## src/seil_pkg.sv

```systemverilog
/*
  Package for the servo enable and over-travel interlock.
  Holds setting field positions, reset values, stop modes and timing.
  Assumes a single 250 MHz drive clock.
*/
package seil_pkg;
  localparam int SEIL_CLK_MHZ = 250;
  localparam int SEIL_SYNC_STAGES = 2;
  // Digit positions inside the setting words (4 bits per digit)
  localparam int SEIL_FN_ENSRC_LSB = 0;
  localparam int SEIL_DIR_LSB = 0;
  localparam int SEIL_STOP_LSB = 0;
  localparam logic [15:0] SEIL_FN_RESET = 16'h0000;
  localparam logic [15:0] SEIL_DIR_RESET = 16'h0000;
  localparam logic [15:0] SEIL_STOP_RESET = 16'h0000;
  localparam logic [3:0] SEIL_ENSRC_EXT = 4'h0;
  localparam logic [3:0] SEIL_ENSRC_AUTO = 4'h1;
  localparam logic [3:0] SEIL_DIR_CCW = 4'h0;
  localparam logic [3:0] SEIL_STOP_ZCLAMP_COAST = 4'h5;
  localparam logic [3:0] SEIL_STOP_ZCLAMP_DB = 4'h4;
  localparam logic [3:0] SEIL_STOP_COAST = 4'h1;
  localparam logic [3:0] SEIL_STOP_DB = 4'h0;
  typedef enum logic [1:0] {SEIL_BRK_NONE, SEIL_BRK_COAST, SEIL_BRK_DYN, SEIL_BRK_PLUG} seil_brake_t;
endpackage

```

## src/seil_sync_if.sv

```systemverilog
/*
  Interface carrying raw and synchronised discrete inputs.
  Assumes the sync module and the top share one clock.
*/
`timescale 1ns/1ps
interface seil_sync_if #(parameter int N = 4);
  logic [N-1:0] raw;
  logic [N-1:0] clean;
  modport src (output raw, input clean);
  modport dst (input raw, output clean);
endinterface

```

## src/seil_sync.sv

```systemverilog
/*
  Two-stage synchroniser bank for the discrete inputs.
  Assumes inputs may change at any time relative to the clock.
*/
`timescale 1ns/1ps
module seil_sync #(
  parameter int N = 4
) (
  input wire logic clk,
  input wire logic rst,
  seil_sync_if.dst io
);
  import seil_pkg::*;
  typedef struct packed {
    logic [N-1:0] s1;
    logic [N-1:0] s2;
  } seil_sync_state_t;
  seil_sync_state_t st_ff, nxt_st;
  // First stage feeds only the second stage
  always_comb begin
    nxt_st = st_ff;
    nxt_st.s1 = io.raw;
    nxt_st.s2 = st_ff.s1;
  end
  // Stages reset high: inactive for enable and clear, active for the limits
  always_ff @(posedge clk) begin
    if (rst) begin
      st_ff <= '{s1: '1, s2: '1};
    end else begin
      st_ff <= nxt_st;
    end
  end
  assign io.clean = st_ff.s2;
endmodule

```

## src/seil_top.sv

```systemverilog
/*
  Servo enable and over-travel interlock.
  Gates motor power, maps rotation sense, blocks motion into a limit.
  Assumes settings are static wires; they are latched only at reset release,
  which stands for a power cycle. Single clock, synchronous reset.
*/
`timescale 1ns/1ps
module seil_top (
  // Clock and reset
  input wire logic CLK_SYS,
  input wire logic RESET,
  // Settings
  input wire logic [15:0] BASIC_FUNCTION_SELECT,
  input wire logic [15:0] DIRECTION_SELECT,
  input wire logic [15:0] STOP_METHOD_SELECT,
  // Discrete inputs, enable and clear active low, limits active high
  input wire logic SERVO_ENABLE_N,
  input wire logic FORWARD_LIMIT_IN,
  input wire logic REVERSE_LIMIT_IN,
  input wire logic ERROR_PULSE_CLEAR_IN,
  // Drive state
  input wire logic SERVO_READY,
  input wire logic CMD_FORWARD,
  input wire logic CMD_REVERSE,
  input wire logic ENC_PHASE_A_INT,
  // Outputs
  output logic MOTOR_ENERGISE,
  output logic SHAFT_CCW,
  output logic SHAFT_CW,
  output logic FWD_OVERTRAVEL,
  output logic REV_OVERTRAVEL,
  output logic ERROR_CLEAR,
  output seil_pkg::seil_brake_t BRAKE_MODE,
  output logic ZERO_CLAMP,
  output logic ENCODER_PHASE_A_OUT
);
  import seil_pkg::*;

  typedef struct packed {
    logic armed;
    logic [3:0] ensrc;
    logic [3:0] dir;
    logic [3:0] stop;
    logic energise;
    logic ccw;
    logic cw;
    logic fot;
    logic rot;
    logic eclr;
    logic clamp;
    seil_brake_t brake;
    logic enca;
  } seil_state_t;

  seil_state_t st_ff, nxt_st;
  seil_sync_if #(.N(4)) sif ();
  logic s_en_n, s_fwd, s_rev, s_clr, want_on, fwd_ok, rev_ok, plug;

  // Discrete inputs through the synchroniser bank
  assign sif.raw = {ERROR_PULSE_CLEAR_IN, REVERSE_LIMIT_IN, FORWARD_LIMIT_IN, SERVO_ENABLE_N};
  seil_sync #(.N(4)) u_sync (
    .clk(CLK_SYS),
    .rst(RESET),
    .io(sif)
  );
  assign s_en_n = sif.clean[0];
  assign s_fwd = sif.clean[1];
  assign s_rev = sif.clean[2];
  assign s_clr = sif.clean[3];

  // Interlock decisions
  always_comb begin
    nxt_st = st_ff;
    // Settings latched once after reset release
    if (!st_ff.armed) begin
      nxt_st.armed = 1'b1;
      nxt_st.ensrc = BASIC_FUNCTION_SELECT[SEIL_FN_ENSRC_LSB +: 4];
      nxt_st.dir = DIRECTION_SELECT[SEIL_DIR_LSB +: 4];
      nxt_st.stop = STOP_METHOD_SELECT[SEIL_STOP_LSB +: 4];
    end
    // Enable source select
    if (st_ff.ensrc == SEIL_ENSRC_AUTO) begin
      want_on = SERVO_READY;
    end else begin
      want_on = !s_en_n;
    end
    want_on = want_on && st_ff.armed;
    nxt_st.energise = want_on;
    // Limits tied to logical directions; mapping to shaft below
    fwd_ok = !s_fwd;
    rev_ok = !s_rev;
    nxt_st.fot = s_fwd;
    nxt_st.rot = s_rev;
    // Opposite direction still permitted during over-travel
    if (st_ff.dir == SEIL_DIR_CCW) begin
      nxt_st.ccw = want_on && CMD_FORWARD && fwd_ok;
      nxt_st.cw = want_on && CMD_REVERSE && rev_ok;
    end else begin
      nxt_st.cw = want_on && CMD_FORWARD && fwd_ok;
      nxt_st.ccw = want_on && CMD_REVERSE && rev_ok;
    end
    // Encoder output polarity unaffected by direction setting
    nxt_st.enca = ENC_PHASE_A_INT;
    // Error pulses cleared only by host request
    nxt_st.eclr = !s_clr;
    // Stop method
    plug = (CMD_FORWARD && !fwd_ok) || (CMD_REVERSE && !rev_ok);
    if (!want_on) begin
      if (st_ff.stop == SEIL_STOP_ZCLAMP_COAST || st_ff.stop == SEIL_STOP_COAST) begin
        nxt_st.brake = SEIL_BRK_COAST;
      end else begin
        nxt_st.brake = SEIL_BRK_DYN;
      end
      nxt_st.clamp = 1'b0;
    end else if (plug) begin
      if (st_ff.stop == SEIL_STOP_DB) begin
        nxt_st.brake = SEIL_BRK_DYN;
      end else if (st_ff.stop == SEIL_STOP_COAST) begin
        nxt_st.brake = SEIL_BRK_COAST;
      end else begin
        nxt_st.brake = SEIL_BRK_PLUG;
      end
      nxt_st.clamp = 1'b0;
    end else begin
      nxt_st.brake = SEIL_BRK_NONE;
      // Zero clamp held after over-travel stop while limit persists
      nxt_st.clamp = (s_fwd || s_rev) &&
        (st_ff.stop == SEIL_STOP_ZCLAMP_COAST || st_ff.stop == SEIL_STOP_ZCLAMP_DB);
    end
  end

  // State register
  always_ff @(posedge CLK_SYS) begin
    if (RESET) begin
      st_ff <= '{armed: 1'b0, ensrc: SEIL_FN_RESET[3:0], dir: SEIL_DIR_RESET[3:0],
                 stop: SEIL_STOP_RESET[3:0], energise: 1'b0, ccw: 1'b0, cw: 1'b0,
                 fot: 1'b0, rot: 1'b0, eclr: 1'b0, clamp: 1'b0,
                 brake: SEIL_BRK_NONE, enca: 1'b0};
    end else begin
      st_ff <= nxt_st;
    end
  end

  // Outputs straight from flip-flops
  assign MOTOR_ENERGISE = st_ff.energise;
  assign SHAFT_CCW = st_ff.ccw;
  assign SHAFT_CW = st_ff.cw;
  assign FWD_OVERTRAVEL = st_ff.fot;
  assign REV_OVERTRAVEL = st_ff.rot;
  assign ERROR_CLEAR = st_ff.eclr;
  assign BRAKE_MODE = st_ff.brake;
  assign ZERO_CLAMP = st_ff.clamp;
  assign ENCODER_PHASE_A_OUT = st_ff.enca;
endmodule

```

## config.mk

```make
export PLATFORM = sky130hd
export DESIGN_NAME = seil_top
export DESIGN_NICKNAME = d
export VERILOG_FILES = /design/src/seil_pkg.sv /design/src/seil_sync_if.sv /design/src/seil_sync.sv /design/src/seil_top.sv
export SDC_FILE = /design/constraint.sdc
export NUM_CORES = 1
export LEC_CHECK = 0
export BUFFER_PORTS_ARGS = -buffer_cell sky130_fd_sc_hd__clkbuf_2
export CAP_MARGIN = 15
export CORE_MARGIN = 1.5
export CORE_UTILIZATION = 41
export CTS_CLUSTER_SIZE = 8
export DETAILED_ROUTE_END_ITERATION = 8
export GPL_ROUTABILITY_DRIVEN = 0
export MAX_ROUTING_LAYER = met4
export PLACE_DENSITY = 0.86
export SYNTH_ARGS = -nofsm -noshare
export SYNTH_HDL_FRONTEND = slang
export SYNTH_SLANG_ARGS = --single-unit
```

## constraint.sdc

```tcl
create_clock -name CLK_SYS -period 1.8 [get_ports CLK_SYS]
set_clock_uncertainty 0.2 [all_clocks]
set_input_delay 0.36 -clock CLK_SYS [delete_from_list [all_inputs] [get_ports CLK_SYS]]
set_output_delay 0.36 -clock CLK_SYS [all_outputs]
set_load 0.02 [all_outputs]
```

==> summary by stage <==
Global route
The first global-routing pass estimated just under 3000 um of wire. The global route total overflow is 0. The number of antenna violations at the first check in global routing came to 0. The via count of the first global-routing pass is around 750. The overall routing resource usage is around 15%. The pin count of the biggest net entering global routing is 25.

Critical path
The critical path startpoint category is a register. The cell family contributing the most delay on the critical path is multiplexers. The nature of the critical path endpoint is a register. Walking the worst path, the cells encountered are nor4b_4, mux2i_1, mux2_1. Along the worst path, the maximum fanout reaches 2. The critical path is of the register to register type. The number of buffers and inverters on the critical path is 0. STA puts the critical path data arrival time at between 1.5 and 2 ns. The largest stage delay on the critical path is between 0.3 and 0.4 ns. At the worst endpoint, the required time is 1.81 ns. The largest individual stage delay along the critical path comes from the cell mux2_1.

Die
The die covers 2993 um2. The initial standard-cell utilization of the core is 43.84%. The die height is between 50 and 60 um.

In this run the standard cell core region covers about 2500 um2. Measured along the x axis, the die boundary spans 54.71 um. The boundary pin count is 68. After floorplanning, the core was divided into 18 placement rows.

Yosys
The post-synth design cell area is between 1000 and 1500 um2. In this run the biggest area consumer among cell types represents between 50% and 60% of the synthesized area. The cell accounting for the most synthesized area is dfxtp_1.

After technology mapping, the gate count stands at 102. Synthesis instantiated 21 different standard cells from the library. Synthesis inferred 31 register bits.

When the netlist entered floorplanning its net count stood at 160. The average size of a mapped cell is 10.75 um2. By area the synthesized netlist is led by dfxtp_1, mux2i_1, nor2_1.

The sequential area share after synthesis is 56.62%. Yosys printed 0 warnings.

STA
Adding up every negative setup slack in the final design gives 0 ns. The remaining max-slew budget at the tightest pin is approximately three quarters. The maximum clock rate is 595.3 MHz.

The final count of hold timing violations is 0. The transition time at the pin with the least slew margin is ~0.34 ns. The period utilization is between 90% and 100%. Setup violations remaining at the end of the flow were counted as 0. The max-slew violation total from the final report is 0. Subtracting the final worst setup slack from the clock period gives 1.680 ns. Setup repair after global routing left no endpoint under its margin.

Route
The post-detailed-route count of antenna-violating nets is 0. Wires add up to approximately 1800 um. After detailed routing, the average wire length per cell comes to between 10 and 15 um. For this run, the detailed router's first-pass iteration total came to 5. The routed layout has around 800 vias. The iteration-0 DRC count of the detailed router is 7.

The via density per instance is roughly 4.6. In the routed design, unresolved DRC markers number 0.

Worst hold path
The path class of the lowest-slack min-delay path is input port to register.

Power and ir drop
In this run the power spent charging and discharging nets is approximately 0.30 mW. The share of power burned in combinational logic is between 10% and 20%. The areal power density over the cells is 918.0 nW/um2. Of the total power, the share spent switching nets is 23.94%. The worst supply voltage drop on vdd is around 700 uV. In this run, the clock network consumes about 30% of the power. The internal portion of total power is approximately 0.94 mW.

In this run, flip-flops and latches consume around three fifths of the power. The leakage power of the design is between 0.6 and 0.7 nW.

Clock tree
The deepest level of the CTS H-tree is 2. Post-CTS repair changed the size of 0 cells. The clock latency reported for the late side of the worst-skew pair is between 0.3 and 0.4 ns.

The clock drives 31 sinks. The CTS buffer count is 5. The clock-pin slew on the worst setup and hold paths is about 0.090 ns. TritonCTS built the clock tree. Counting along the longest clock path gives a buffer depth of 2. Clock tree synthesis selected as its root buffer the cell clkbuf_4.

Status
The run finished with clean final reports.

Finish
In the final layout, the share of cells above drive strength 1 is between 30% and 40%. The final design utilization is 54.05%. The repair_antennas step left the layout with diodes totalling 0.

Compared with the post-synthesis result, the final layout area differs by 23.29%. The fill cell instance count of the final layout is between 200 and 250. For this run, the post-layout net count is slightly below 200.

Flow run
The number of max-capacitance violations reported is 0.

Place
The detailed placer's ending HPWL is about 1400 um. Port buffering added 31 buffers.
[cell usage in the layout (no fill, tap or decap), drive strengths merged, types with 3 or more instances in the layout]
| cell | netlist | layout |
|---|---|---|
| buf | 6 | 4 |
| or2 | 8 | 8 |
| mux2i | 16 | 16 |
| dfxtp | 31 | 31 |
| nor2 | 15 | 15 |
| clkbuf | 1 | 38 |
| inv | 3 | 3 |
| nor3 | 4 | 4 |
| nor2b | 5 | 5 |
[Yosys cell counts (all sizes together)]
cell,number
a21oi,1
a22oi,1
a311oi,1
and3,1
buf,6
clkbuf,1
dfxtp,31
inv,3
mux2,2
mux2i,16
nand2,2
nand2b,1
nor2,15
nor2b,5
nor3,4
nor4,2
nor4b,1
o2111ai,1
or2,8
[final cells by class]
class / count / area, um2 / share of cell area (%)
multi-input cells: 61 / 426.7 / 31.57
well taps: 30 / 37.54 / 2.778
clock buffers: 7 / 45.04 / 3.333
inverters: 3 / 11.26 / 0.8333
flip-flops and latches: 31 / 620.6 / 45.93
clock inverters: 1 / 5.005 / 0.3704
repair buffers: 37 / 205.2 / 15.19
[routing by layer]
layer / track usage, % / up-vias / share of wire, %
met5: - / - / 0
met3: 5.738 / 7 / 8.4
met4: 12.08 / 0 / 2.9
li1: - / 410 / -
met2: 23.02 / 29 / 49
met1: 15.79 / 339 / 40
[sequential cells by signal, summed over array words and instances, names as in the netlist, 2 cells and up]
| signal | cells |
|---|---|
| st_ff | 13 |
| u_sync.nxt_st | 4 |
| u_sync.io.clean | 4 |
| BRAKE_MODE | 2 |
[power by group through the flow]
stage / combinational [mW] / sequential [mW] / clock (mW)
finish: 0.133 / 0.741 / 0.367
floorplan: 0.0844 / 0.757 / 0
global route: 0.150 / 0.746 / 0.416
CTS: 0.134 / 0.741 / 0.380
detailed placement: 0.132 / 0.757 / 0
global placement: 0.127 / 0.755 / 0
[final timing paths]
kind                                    startpoint          endpoint  slack, ns  cells after the start
worst max-delay path                     st_ff[19]     BRAKE_MODE[1]       0.12                      3
worst min-delay path              REVERSE_LIMIT_IN  u_sync.nxt_st[2]       0.01                      2
worst max register to register           st_ff[19]     BRAKE_MODE[1]       0.12                      3
worst min register to register  u_sync.io.clean[3]       ERROR_CLEAR       0.19                      1
[logic make-up after synthesis]
group	count (synthesis)	synth area share, %
buf+inv	10	4.451
flops	31	56.62
simple gates	39	19.52
mux	18	16.67
compound gates	4	2.740
[worst register-to-register path: cells and delay by family (launching register included)]
kind             cells  cell delay [ns]
flip-flops           1             0.35
AND/OR/NAND/NOR      1             0.35
multiplexers         2             0.67
[metrics by stage]
stage               area, um2  hold WS (ns)  total power [mW]  cells  setup slack, ns
finish                   1351       0.01277             1.241    170           0.1202
detailed placement       1281        0.1825            0.8892    160           0.1005
global route             1351       0.01408             1.311    170          0.02504
floorplan                1096        0.1682            0.8413    102           0.2487
CTS                      1341     0.0001975             1.256    169          0.08490
global placement         1281        0.1762            0.8820    160           0.1581
[what timing repair did]
item                      in CTS  in global routing
hold endpoints to repair       1                  1
setup buffers                  0                  0
hold buffers                   1                  1
Note: power is estimated with default switching activity, not from simulation.
